<file path="config.mk">
export PLATFORM = sky130hd
export DESIGN_NAME = sipc_controller
export DESIGN_NICKNAME = d
export VERILOG_FILES = /design/src/sipc_pkg.sv /design/src/sipc_bus_fold.sv /design/src/sipc_controller.sv
export VERILOG_INCLUDE_DIRS = /design/src /design/src/src
export SDC_FILE = /design/constraint.sdc
export NUM_CORES = 1
export LEC_CHECK = 0
export BUFFER_PORTS_ARGS = -buffer_cell sky130_fd_sc_hd__buf_4
export CORE_ASPECT_RATIO = 1.25
export CORE_UTILIZATION = 46
export CTS_CLUSTER_DIAMETER = 30
export CTS_CLUSTER_SIZE = 20
export DETAILED_ROUTE_END_ITERATION = 16
export HOLD_SLACK_MARGIN = 0.05
export MAX_ROUTING_LAYER = met4
export PLACE_DENSITY = 0.84
export SLEW_MARGIN = 20
export SYNTH_ARGS = -nofsm -noshare
export SYNTH_HDL_FRONTEND = slang
export SYNTH_HIERARCHICAL = 1
export SYNTH_SLANG_ARGS = --single-unit
export TNS_END_PERCENT = 50
</file>
<file path="constraint.sdc">
create_clock -name ref_clk -period 3.5 [get_ports ref_clk]
set_input_delay 0.7 -clock ref_clk [delete_from_list [all_inputs] [get_ports ref_clk]]
set_output_delay 0.7 -clock ref_clk [all_outputs]
set_load 0.1 [all_outputs]
</file>
<file path="src/sipc_regs.svh">
/*
  Constants for the interrupt priority controller: source counts, level
  mapping, code layout and timing.
  Assumes inclusion by bare name; definitions only.
*/
`ifndef SIPC_REGS_SVH
`define SIPC_REGS_SVH

`define SIPC_NUM_PINS 8
`define SIPC_NUM_LEVELS 8
`define SIPC_NUM_BUS_LEVELS 32
`define SIPC_FOLD_LEVEL 7
`define SIPC_RANK_W 4
`define SIPC_CODE_W 8
`define SIPC_CODE_SHIFT 2
`define SIPC_SEL_W 4
`define SIPC_SEL_BUS_BASE 8
`define SIPC_CODE_RESET 8'h00
`define SIPC_CLK_PERIOD_NS 8

`endif

</file>
<file path="src/sipc_pkg.sv">
/*
  Types for the interrupt priority controller.
  Assumes sipc_regs.svh is available on the include path.
*/
`include "sipc_regs.svh"

package sipc_pkg;
    typedef logic [`SIPC_NUM_PINS-1:0] sipc_pins_t;
    typedef logic [`SIPC_NUM_LEVELS-1:0] sipc_levels_t;
    typedef logic [`SIPC_NUM_BUS_LEVELS-1:0] sipc_bus_t;
    typedef logic [`SIPC_CODE_W-1:0] sipc_code_t;
    typedef logic [`SIPC_SEL_W-1:0] sipc_sel_t;
    typedef enum logic [1:0] {
        SIPC_IDLE,
        SIPC_MASKABLE,
        SIPC_NONMASK
    } sipc_state_t;
endpackage

</file>
<file path="src/sipc_bus_fold.sv">
/*
  Folds the 32 peripheral bus request levels onto the eight internal levels
  and keeps the bridge pending vector.
  Assumes requests are synchronous to ref_clk and are levels held until
  serviced at their source.
*/
`timescale 1ns/1ps

module sipc_bus_fold
    import sipc_pkg::*;
#(
    parameter int BUS_LEVELS = `SIPC_NUM_BUS_LEVELS
) (
    // Clock and reset
    input wire logic ref_clk,
    input wire logic rstn,
    // Peripheral bus side
    input wire sipc_pkg::sipc_bus_t busRequest,
    // Folded result
    output sipc_pkg::sipc_levels_t busLevel,
    output sipc_pkg::sipc_bus_t bridgePendingVector
);
    import sipc_pkg::*;

    sipc_bus_t pending;
    sipc_bus_t next_pending;

    always_comb begin
        next_pending = busRequest;
    end

    // Pending vector for software to find the true source
    always_ff @(posedge ref_clk or negedge rstn) begin
        if (!rstn) begin
            pending <= '0;
        end else begin
            pending <= next_pending;
        end
    end

    assign bridgePendingVector = pending;

    always_comb begin
        busLevel = '0;
        // Levels 0..6 one for one
        for (int i = 0; i < `SIPC_FOLD_LEVEL; i++) begin
            busLevel[i] = pending[i];
        end
        // Levels 7..31 all onto level 7
        busLevel[`SIPC_FOLD_LEVEL] = |pending[BUS_LEVELS-1:`SIPC_FOLD_LEVEL];
    end

    // Checked against the raw requests, one register stage back
    foldLow_a: assert property (@(posedge ref_clk) disable iff (!rstn)
        1'b1 |=> busLevel[6:0] == $past(busRequest[6:0]))
        else $error("low bus levels not mapped one for one");
    foldHigh_a: assert property (@(posedge ref_clk) disable iff (!rstn)
        $rose(busRequest[20]) |=> busLevel[7])
        else $error("high bus level not folded onto level 7");
endmodule

</file>
<file path="src/sipc_controller.sv">
/*
  Interrupt priority controller: merges pins, internal sources and folded
  peripheral bus levels into one request toward the processor core, and
  encodes the highest-ranked pending source.
  Assumes one clock, synchronous inputs, active-low request pins already
  sampled, and a core that takes reset or external interrupt as signalled.
*/
// Function
// - Watchdog or pin 0 interrupt goes out as non-maskable, never maskable.
// - Non-maskable enters core reset interrupt; others take external interrupt.
// - Pins 1 to 7 each hold a fixed priority level.
// - Eight internal levels; software routes each source to any level.
// - Combined core request optionally copied onto request output pin.
// - Peripheral bus has 32 levels; any source configurable to any.
// - Bus levels 0 to 6 drive internal levels 0 to 6.
// - Bus levels 7 to 31 combine onto internal level 7.
// - Bridge holds 32-bit pending vector for software to read.
// - Fifteen maskable sources merge into one request line.
// - Pin n above level n; code is four times rank.
`timescale 1ns/1ps

module sipc_controller
    import sipc_pkg::*;
#(
    parameter int NUM_SRC = 8,
    parameter int BUS_LEVELS = `SIPC_NUM_BUS_LEVELS
) (
    // Clock and reset
    input wire logic ref_clk,
    input wire logic rstn,
    // External request pins, active low
    input wire sipc_pkg::sipc_pins_t irqPin_n,
    // Watchdog interrupt request and its interrupt-mode select
    input wire logic softwareWatchdogExpired,
    input wire logic softwareWatchdogIntMode,
    // Internal system sources and their level routing
    input wire logic [NUM_SRC-1:0] sysSourceReq,
    input wire logic [NUM_SRC*`SIPC_SEL_W-1:0] sysSourceSel,
    // Peripheral bus requests
    input wire sipc_pkg::sipc_bus_t busRequest,
    // Source enables: pins then levels
    input wire sipc_pkg::sipc_pins_t pinEnable,
    input wire sipc_pkg::sipc_levels_t levelEnable,
    input wire logic irqOutEnable,
    // Toward the processor core
    output logic coreExtIrq,
    output logic coreResetIrq,
    output sipc_pkg::sipc_code_t irqCode,
    output logic irqCodeValid,
    output sipc_pkg::sipc_pins_t pinPending,
    output sipc_pkg::sipc_levels_t levelPending,
    output sipc_pkg::sipc_bus_t bridgePendingVector,
    // Peripheral mode request pin
    output logic irqOut,
    output logic irqOutOe
);
    import sipc_pkg::*;

    sipc_levels_t busLevel;
    sipc_levels_t sysLevel;
    logic [2*`SIPC_NUM_PINS-1:0] rankVec;
    sipc_state_t state;
    sipc_state_t next_state;
    sipc_code_t code;
    sipc_code_t next_code;
    logic codeValid;
    logic next_codeValid;
    logic next_nmi;
    logic ext;
    logic next_ext;
    sipc_pins_t pinsSeen;
    sipc_pins_t next_pinsSeen;
    sipc_levels_t levelsSeen;
    sipc_levels_t next_levelsSeen;

    // Fold of the peripheral bus
    sipc_bus_fold #(
        .BUS_LEVELS(BUS_LEVELS)
    ) u_fold (
        .ref_clk(ref_clk),
        .rstn(rstn),
        .busRequest(busRequest),
        .busLevel(busLevel),
        .bridgePendingVector(bridgePendingVector)
    );

    // Decodes a level select; out-of-range values route nowhere
    function automatic sipc_levels_t selDecode(input sipc_sel_t sel);
        sipc_levels_t d;
        d = '0;
        if (sel < `SIPC_NUM_LEVELS) begin
            d[sel[2:0]] = 1'b1;
        end
        return d;
    endfunction

    // Each internal source onto any one level
    always_comb begin
        sysLevel = '0;
        for (int i = 0; i < NUM_SRC; i++) begin
            if (sysSourceReq[i]) begin
                sysLevel = sysLevel | selDecode(sysSourceSel[i*`SIPC_SEL_W +: `SIPC_SEL_W]);
            end
        end
    end

    // Interleave: pin n at rank 2n, level n at rank 2n+1
    always_comb begin
        for (int n = 0; n < `SIPC_NUM_PINS; n++) begin
            rankVec[2*n] = ~irqPin_n[n] & pinEnable[n];
            rankVec[2*n+1] = (busLevel[n] | sysLevel[n]) & levelEnable[n];
        end
    end

    // Priority encoder, highest rank is lowest index
    function automatic sipc_code_t encodeTop(input logic [2*`SIPC_NUM_PINS-1:0] v);
        sipc_code_t c;
        c = `SIPC_CODE_RESET;
        for (int r = 2*`SIPC_NUM_PINS-1; r >= 0; r--) begin
            if (v[r]) begin
                c = sipc_code_t'(r) << `SIPC_CODE_SHIFT;
            end
        end
        return c;
    endfunction

    always_comb begin
        next_pinsSeen = ~irqPin_n & pinEnable;
        next_levelsSeen = (busLevel | sysLevel) & levelEnable;
        // Re-evaluated each clock; only ranks 0..15 can appear
        next_code = encodeTop(rankVec);
        next_codeValid = |rankVec;
        // Watchdog and pin 0 go non-maskable regardless of enables
        next_nmi = (softwareWatchdogExpired & softwareWatchdogIntMode) | ~irqPin_n[0];
        // Fifteen maskable sources onto one line; pin 0 excluded
        next_ext = |rankVec[2*`SIPC_NUM_PINS-1:1];
        if (next_nmi) begin
            next_state = SIPC_NONMASK;
        end else if (next_ext) begin
            next_state = SIPC_MASKABLE;
        end else begin
            next_state = SIPC_IDLE;
        end
    end

    always_ff @(posedge ref_clk or negedge rstn) begin
        if (!rstn) begin
            state <= SIPC_IDLE;
            code <= `SIPC_CODE_RESET;
            codeValid <= 1'b0;
            ext <= 1'b0;
            pinsSeen <= '0;
            levelsSeen <= '0;
        end else begin
            state <= next_state;
            code <= next_code;
            codeValid <= next_codeValid;
            ext <= next_ext;
            pinsSeen <= next_pinsSeen;
            levelsSeen <= next_levelsSeen;
        end
    end

    // Non-maskable drives the reset interrupt, other requests the external one
    always_comb begin
        case (state)
            SIPC_NONMASK: begin
                coreResetIrq = 1'b1;
                coreExtIrq = ext;
            end
            SIPC_MASKABLE: begin
                coreResetIrq = 1'b0;
                coreExtIrq = 1'b1;
            end
            default: begin
                coreResetIrq = 1'b0;
                coreExtIrq = 1'b0;
            end
        endcase
    end

    assign irqCode = code;
    assign irqCodeValid = codeValid;
    assign pinPending = pinsSeen;
    assign levelPending = levelsSeen;
    // Same combined request mirrored to the pin when enabled
    assign irqOut = coreExtIrq & irqOutEnable;
    assign irqOutOe = irqOutEnable;

    wdogNmi_a: assert property (@(posedge ref_clk) disable iff (!rstn)
        (softwareWatchdogExpired && softwareWatchdogIntMode) |=> coreResetIrq)
        else $error("watchdog interrupt did not raise non-maskable");
    pin0Nmi_a: assert property (@(posedge ref_clk) disable iff (!rstn)
        (!irqPin_n[0] && rankVec[15:1] == 15'h0000) |=>
        (coreResetIrq && !coreExtIrq))
        else $error("pin 0 request was not non-maskable only");
    extPath_a: assert property (@(posedge ref_clk) disable iff (!rstn)
        coreExtIrq |-> $past(|rankVec[15:1]))
        else $error("external interrupt without maskable source");
    pinRank_a: assert property (@(posedge ref_clk) disable iff (!rstn)
        (!irqPin_n[3] && pinEnable[3] && rankVec[5:0] == 6'h00) |=> irqCode == 8'h18)
        else $error("pin 3 not at its fixed rank");
    levelRoute_a: assert property (@(posedge ref_clk) disable iff (!rstn)
        (sysSourceReq[0] && sysSourceSel[3:0] == 4'h2 && levelEnable[2]
        && rankVec[4:0] == 5'h00) |=> irqCode == 8'h14)
        else $error("internal source not routed to selected level");
    mergeLine_a: assert property (@(posedge ref_clk) disable iff (!rstn)
        (|rankVec[15:1]) |=> coreExtIrq)
        else $error("maskable source not merged onto request line");
    codeTop_a: assert property (@(posedge ref_clk) disable iff (!rstn)
        (rankVec[0] == 1'b0 && rankVec[1]) |=> irqCode == 8'h04)
        else $error("level 0 not encoded as rank 1");
    noReserved_a: assert property (@(posedge ref_clk) disable iff (!rstn)
        1'b1 |=> (irqCode[7:6] == 2'b00 && irqCode[1:0] == 2'b00
        && irqCodeValid == $past(|rankVec)))
        else $error("reserved code or stale valid");
    outPin_a: assert property (@(posedge ref_clk) disable iff (!rstn)
        irqOutEnable |-> irqOut == coreExtIrq)
        else $error("request pin differs from core request");
    pendVec_a: assert property (@(posedge ref_clk) disable iff (!rstn)
        1'b1 |=> bridgePendingVector == $past(busRequest))
        else $error("pending vector not tracking bus requests");

    // Non-maskable routing
    wdogResetMode_a: assert property (@(posedge ref_clk) disable iff (!rstn)
        (softwareWatchdogExpired && !softwareWatchdogIntMode && irqPin_n[0]) |=> !coreResetIrq)
        else $error("watchdog in reset mode raised non-maskable");
    nmiKeepsExt_a: assert property (@(posedge ref_clk) disable iff (!rstn)
        (!irqPin_n[0] && |rankVec[15:1]) |=> (coreResetIrq && coreExtIrq))
        else $error("maskable request lost while non-maskable active");
    resetOnlyNmi_a: assert property (@(posedge ref_clk) disable iff (!rstn)
        (irqPin_n[0] && !(softwareWatchdogExpired && softwareWatchdogIntMode)) |=> !coreResetIrq)
        else $error("reset interrupt without non-maskable source");
    extOnly_a: assert property (@(posedge ref_clk) disable iff (!rstn)
        (|rankVec[15:1] && irqPin_n[0] && !softwareWatchdogExpired) |=>
        (coreExtIrq && !coreResetIrq))
        else $error("maskable request not taken as external interrupt");
    extIdle_a: assert property (@(posedge ref_clk) disable iff (!rstn)
        (rankVec[15:1] == 15'h0000) |=> !coreExtIrq)
        else $error("external interrupt with no maskable source");

    // Fixed ranks, pin n above level n
    pin1Rank_a: assert property (@(posedge ref_clk) disable iff (!rstn)
        (!irqPin_n[1] && pinEnable[1] && rankVec[1:0] == 2'h0) |=> irqCode == 8'h08)
        else $error("pin 1 not at its fixed rank");
    pin7Rank_a: assert property (@(posedge ref_clk) disable iff (!rstn)
        (!irqPin_n[7] && pinEnable[7] && rankVec[13:0] == 14'h0000) |=> irqCode == 8'h38)
        else $error("pin 7 not at its fixed rank");
    pinOverLevel_a: assert property (@(posedge ref_clk) disable iff (!rstn)
        (rankVec[8] && rankVec[9] && rankVec[7:0] == 8'h00) |=> irqCode == 8'h20)
        else $error("pin 4 did not win over level 4");
    levelOverPin_a: assert property (@(posedge ref_clk) disable iff (!rstn)
        (rankVec[5] && rankVec[6] && rankVec[4:0] == 5'h00) |=> irqCode == 8'h14)
        else $error("level 2 did not win over pin 3");
    level6Rank_a: assert property (@(posedge ref_clk) disable iff (!rstn)
        (rankVec[13] && rankVec[12:0] == 13'h0000) |=> irqCode == 8'h34)
        else $error("level 6 not encoded as rank 13");
    level7Rank_a: assert property (@(posedge ref_clk) disable iff (!rstn)
        (rankVec[15] && rankVec[14:0] == 15'h0000) |=> irqCode == 8'h3C)
        else $error("level 7 not encoded as lowest rank");

    // Level routing of internal sources and bus levels
    selLevel0_a: assert property (@(posedge ref_clk) disable iff (!rstn)
        (sysSourceReq[0] && sysSourceSel[3:0] == 4'h0) |-> sysLevel[0])
        else $error("source 0 not routed to level 0");
    selLevel7_a: assert property (@(posedge ref_clk) disable iff (!rstn)
        (sysSourceReq[7] && sysSourceSel[31:28] == 4'h7) |-> sysLevel[7])
        else $error("source 7 not routed to level 7");
    selNowhere_a: assert property (@(posedge ref_clk) disable iff (!rstn)
        (sysSourceReq == 8'h04 && sysSourceSel[11]) |-> sysLevel == 8'h00)
        else $error("out-of-range select reached a level");
    busOneOne_a: assert property (@(posedge ref_clk) disable iff (!rstn)
        (bridgePendingVector == 32'h0000_0008) |-> busLevel == 8'h08)
        else $error("bus level 3 not on internal level 3");
    busFoldHigh_a: assert property (@(posedge ref_clk) disable iff (!rstn)
        (|bridgePendingVector[31:7]) |-> busLevel[7])
        else $error("upper bus level not folded onto level 7");
    busQuiet_a: assert property (@(posedge ref_clk) disable iff (!rstn)
        (bridgePendingVector == 32'h0000_0000) |-> busLevel == 8'h00)
        else $error("internal level set with no bus request");

    // Request output pin
    pinOff_a: assert property (@(posedge ref_clk) disable iff (!rstn)
        !irqOutEnable |-> (!irqOut && !irqOutOe))
        else $error("request pin active while disabled");
    pinFollow_a: assert property (@(posedge ref_clk) disable iff (!rstn)
        (irqOutEnable && |rankVec[15:1]) ##1 irqOutEnable |-> irqOut)
        else $error("request pin missed a maskable request");

    // Code and pending outputs track the inputs
    codeIdle_a: assert property (@(posedge ref_clk) disable iff (!rstn)
        (rankVec == 16'h0000) |=> (irqCode == `SIPC_CODE_RESET && !irqCodeValid))
        else $error("code shown with nothing pending");
    pinsIdle_a: assert property (@(posedge ref_clk) disable iff (!rstn)
        (irqPin_n == 8'hFF) |=> pinPending == 8'h00)
        else $error("pin pending with all pins idle");
    levelsOff_a: assert property (@(posedge ref_clk) disable iff (!rstn)
        (levelEnable == 8'h00) |=> levelPending == 8'h00)
        else $error("level pending while all levels disabled");
    masksOff_a: assert property (@(posedge ref_clk) disable iff (!rstn)
        (pinEnable == 8'h00 && levelEnable == 8'h00) |=> !irqCodeValid)
        else $error("code valid with every source disabled");
endmodule

</file>
# Word-level counts from Yosys, hierarchy flattened
# Index checks and enable logic that the tools add are counted.
# totals
output_inout_bits	61
register_bits	60
in_bits	101
# classes
muxes	59
magnitude_cmp	24
n_bitwise	46
eq_ne	2
reduce_logical	11
# op_table
operator	count
8-bit 2-to-1 mux	38
8-bit bitwise OR	8
3-bit by 4-bit less-than comparator with 1-bit output, second input constant	8
4-bit less-than comparator, second input constant	8
25-bit OR reduction	1
1-bit demux with 3-bit select	8
3-bit by 1-bit >= comparator with 1-bit output, second input constant	8
1-bit AND	18
8-bit AND	2
16-bit OR reduction	1
15-bit OR reduction	1
1-bit 2-to-1 mux	10
1-bit bitwise OR	9
1-bit logical AND	8
1-bit NOT	8
8-bit NOT	1
6-bit 2-to-1 mux	1
2-bit by 1-bit equality test with 1-bit output, second input constant	1
2-bit equality test, second input constant	1
2-bit 2-to-1 mux	1
1-bit one-hot mux with 2 select lines	1

# Depth between registers and ports, before layout
# logic_depth
depth_word	38
ltp_mapped	9

# Cells and area by module
# Netlist, hierarchy kept.
# by_module_without_submodules
mod	n_inst	area_each_um2	cells_per_inst
sipc_controller	1	1741.7	204
sipc_bus_fold	1	908.4	48

# Worst setup path before layout
# Ideal clock, no wire load.
# synth_path
path_type	reg-to-output
from	reg state[0]
to	out irqOut
arrival_time_ns	3.563
path_stages_with_launch	6
n_path_buf	0
path_slack_ns	-0.763
path_cell_list	dfrtp_1 > inv_1 > ha_1 > a21oi_1 > nor2_1 > and2_1
# synth_via
elab_chain_cells	3
elab_cells_between_ends	4
# synth_rtl
element	line	text
from (decl)	sipc_controller.sv:62	sipc_state_t state;
from (signal assigned)	sipc_controller.sv:155	state <= next_state;
2-bit by 1-bit equality test with 1-bit output or 2-bit equality test (tied branches)	sipc_controller.sv:166	case (state)
1-bit one-hot mux with 2 select lines *	sipc_controller.sv:166	
net coreExtIrq	sipc_controller.sv:46	output logic coreExtIrq,
1-bit AND *	sipc_controller.sv:187	assign irqOut = coreExtIrq & irqOutEnable;
to (decl)	sipc_controller.sv:54	output logic irqOut,
# Mark *: on every way through the listed nets, which the timed path passes. The rest lies on a longest branch.

# Worst setup path after layout
# layout_path
from	reg u_fold.pending[12], in the netlist u_fold/bridgePendingVector[12]
to	reg state[0]
# layout_via
elab_chain_cells	6
# layout_rtl
element	line	text
from (decl)	sipc_bus_fold.sv:25	sipc_bus_t pending;
from (signal assigned)	sipc_bus_fold.sv:37	pending <= next_pending;
25-bit OR reduction	sipc_bus_fold.sv:50	busLevel[`SIPC_FOLD_LEVEL] = |pending[BUS_LEVELS-1:`SIPC_FOLD_LEVEL];
net busLevel[7]	sipc_controller.sv:59	sipc_levels_t busLevel;
1-bit bitwise OR	sipc_controller.sv:111	rankVec[2*n+1] = (busLevel[n] | sysLevel[n]) & levelEnable[n];
1-bit AND	sipc_controller.sv:111	
15-bit OR reduction	sipc_controller.sv:136	next_ext = |rankVec[2*`SIPC_NUM_PINS-1:1];
1-bit 2-to-1 mux	sipc_controller.sv:139	end else if (next_ext) begin
2-bit 2-to-1 mux	sipc_controller.sv:137	if (next_nmi) begin
net next_state[0]	sipc_controller.sv:63	sipc_state_t next_state;
# The timed path passes the listed nets, and every way through them passes these cells.

==> results.ini <==
[finish]
final_cell_mix = buf_4, dfrtp_1, nand2_1
fin_nets = 510
fill_cells = 444
drive_above_1_share_pct = 43.1
seq_area_mm2 = 0.00140
final_area_mm2 = 0.00395
syn2layout_area_growth_pct = 49.1
layout_commonest_cell = buf_4
multi_input_area_mm2 = 0.00113
antennaDiodeCount = 0

[critical_path]
crit_path_start_kind = flop
end_kind = flop
r2r_cells = 9
cp_data_required_time_ns = 3.68
crit_end = state[0]
ff2ff_setup_slack_ns = 1.05
reg2reg_to = state[0]
critPathMaxFanout = 4
cp.arrival_ns = 2.63
crit_type = reg2reg
r2r_start = u_fold/bridgePendingVector[12]
crit_start = u_fold/bridgePendingVector[12]

[yosys]
netlist_area_mm2 = 0.00265
synthArstFlopShare_pct = 100
yosysSeqAreaShare_pct = 52.9
synth_edf_count = 0
ys_warn_count = 6
syn_inst = 252
ys_ff_latch = 56
avgSynthCellArea_um2 = 10.5
synthFlopType = dfrtp_1
synth.distinct_cells = 47

[clock_network]
cts_resized = 0
clk_pin_slew_worst_paths_ns = 0.10
clkLatencyLatePin_ns = 0.31
cts_buffers = 5
cts_buffer_depth = 2
cts_sinks = 56
htreeDepth = 2
cts_root_buf = clkbuf_8
post_cts.repair.setup_buffers = 0
cts_tree = built
cts_hold_buf = 0

[drt]
ant_nets = 0
dr.first_iter.drc_count = 143
vias = 2651
avgRoutedWirePerCell_um = 17.5
post_drt_via_cell_ratio = 5.62
drc = 0
wirelength_um = 8250
drt-pass1-iter-count = 4

[floorplanning]
die_w_um = 69.9
rows = 30
dieArea_mm2 = 0.00607
io_pins = 162
die_h_um = 86.9
core-area_mm2 = 0.00548
start_util_pct = 48.4

[outcome]
status = completed

[timing]
slew_viol_final = 0
worstMarginPinSlew_ns = 0.672
setup_tns_ns = 0
finClkSkew_ns = 0.00342
hold_viol_final = 0
fin_crit_sh_pct = 70.1
finalSetupViolCount = 0
max_freq_mhz = 407
maxSlewHeadroom_pct = 55.2
fin_crit_ns = 2.45
grt_setup_unrepaired = no

[global_routing]
antenna_found_initial = 0
grt_first_pass_wirelength_um = 12500
overflow = 0
first_global_vias = 2740
grt_util_all_layers_pct = 28.1
grt_start_max_net_pins = 57

[placement]
dp_hpwl_um = 6780
port_buffers = 157
gp_congestion = 0.916
placed_cell_area_mm2 = 0.00384

[power]
power.density_mw_per_mm2 = 444
vdd_drop_max_mv = 0.360
leakage_nw = 2.00

[flow_run]
drv_cap = 0

[hold_path]
hp-class = in2async

## kinds of logic (layout without fill, tap and decap cells)
group	Yosys count	after routing	share of synthesized area [%]
flops	56	56	52.9
fa+ha+maj	2	2	0.944
simple gates	123	123	28.3
other cells	1	4	0.142
buf+inv	26	179	5.38
compound gates	44	44	12.3
## cells in the mapped netlist (3+ instances only)
cell      instances  area (um2)
nor2_1           19        71.3
nand4b_1          5        43.8
a211oi_1          3        22.5
and3_1            8        50.1
a21oi_1           7        35.0
o21ai_1           4        20.0
nand2_1          19        71.3
a22oi_1           9        67.6
buf_4            12        90.1
inv_1            13        48.8
nor3b_1           7        52.6
nand2b_1          6        37.5
nor2b_1           9        56.3
and3b_1           9        78.8
nand4_1          15        93.8
nand3_1           9        45.0
dfrtp_1          56        1400
nor4_1            5        31.3
## routing by layer
| metal | vias to the layer above | global-route usage [%] | share of wire, % |
|---|---|---|---|
| met5 | - | - | 0 |
| met2 | 164 | 50.3 | 54 |
| met4 | 0 | 10.5 | 2.0 |
| met1 | 1259 | 29.9 | 36 |
| met3 | 14 | 7.29 | 8.1 |
| li1 | 1214 | - | - |
## final cells by class
| class | instances | area share (%) |
|---|---|---|
| clock inverter | 2 | 0.982 |
| timing repair buffer | 157 | 29.8 |
| multi-input combinational | 173 | 28.5 |
| inverter | 14 | 1.33 |
| sequential | 56 | 35.5 |
| clock buffer | 6 | 1.84 |
| tap | 64 | 2.03 |
## where the power goes
group	internal, mW	switching (mW)	total [mW]
Sequential	0.684	0.0176	0.701
Combinational	0.169	0.447	0.616
Clock	0.217	0.219	0.436
Total	1.07	0.684	1.75
## worst min path at each step
stage                       to  cells past startpoint
2_1_floorplan              ext                      0
3_3_place_gp   levelPending[0]                      1
3_5_place_dp   levelPending[0]                      1
4_1_cts               state[1]                      1
5_1_grt               state[1]                      1
6_report              state[1]                      1
## state kept, by name, indices dropped and copies added, names as in the netlist
name and count:
u_fold/bridgePendingVector 32, ext 1, state 2, levelPending 8
pinPending 8, irqCodeValid 1, irqCode 4
## critical path, cell delays in order (launching register included)
cell     delay (ns)
dfrtp_1        0.39
nor4_1         0.30
and4_1         0.25
nand4_1        0.12
a21oi_1        0.22
nand4_1        0.15
o21ai_1        0.23
nand4_1        0.18
and2b_1        0.32
a41oi_1        0.15
## stage by stage
stage	std cells	setup WS [ns]	hold WS [ns]	total power, mW	utilization (%)
3_5_place_dp	464	0.979	0.611	1.33	70.0
5_1_grt	472	0.909	0.451	1.82	72.1
2_1_floorplan	255	0.244	0.404	1.13	-
3_3_place_gp	464	1.05	0.595	1.32	70.0
4_1_cts	472	1.05	0.434	1.76	72.1
6_report	472	1.05	0.420	1.75	72.1
No activity file was read; power rests on OpenSTA's default activity.
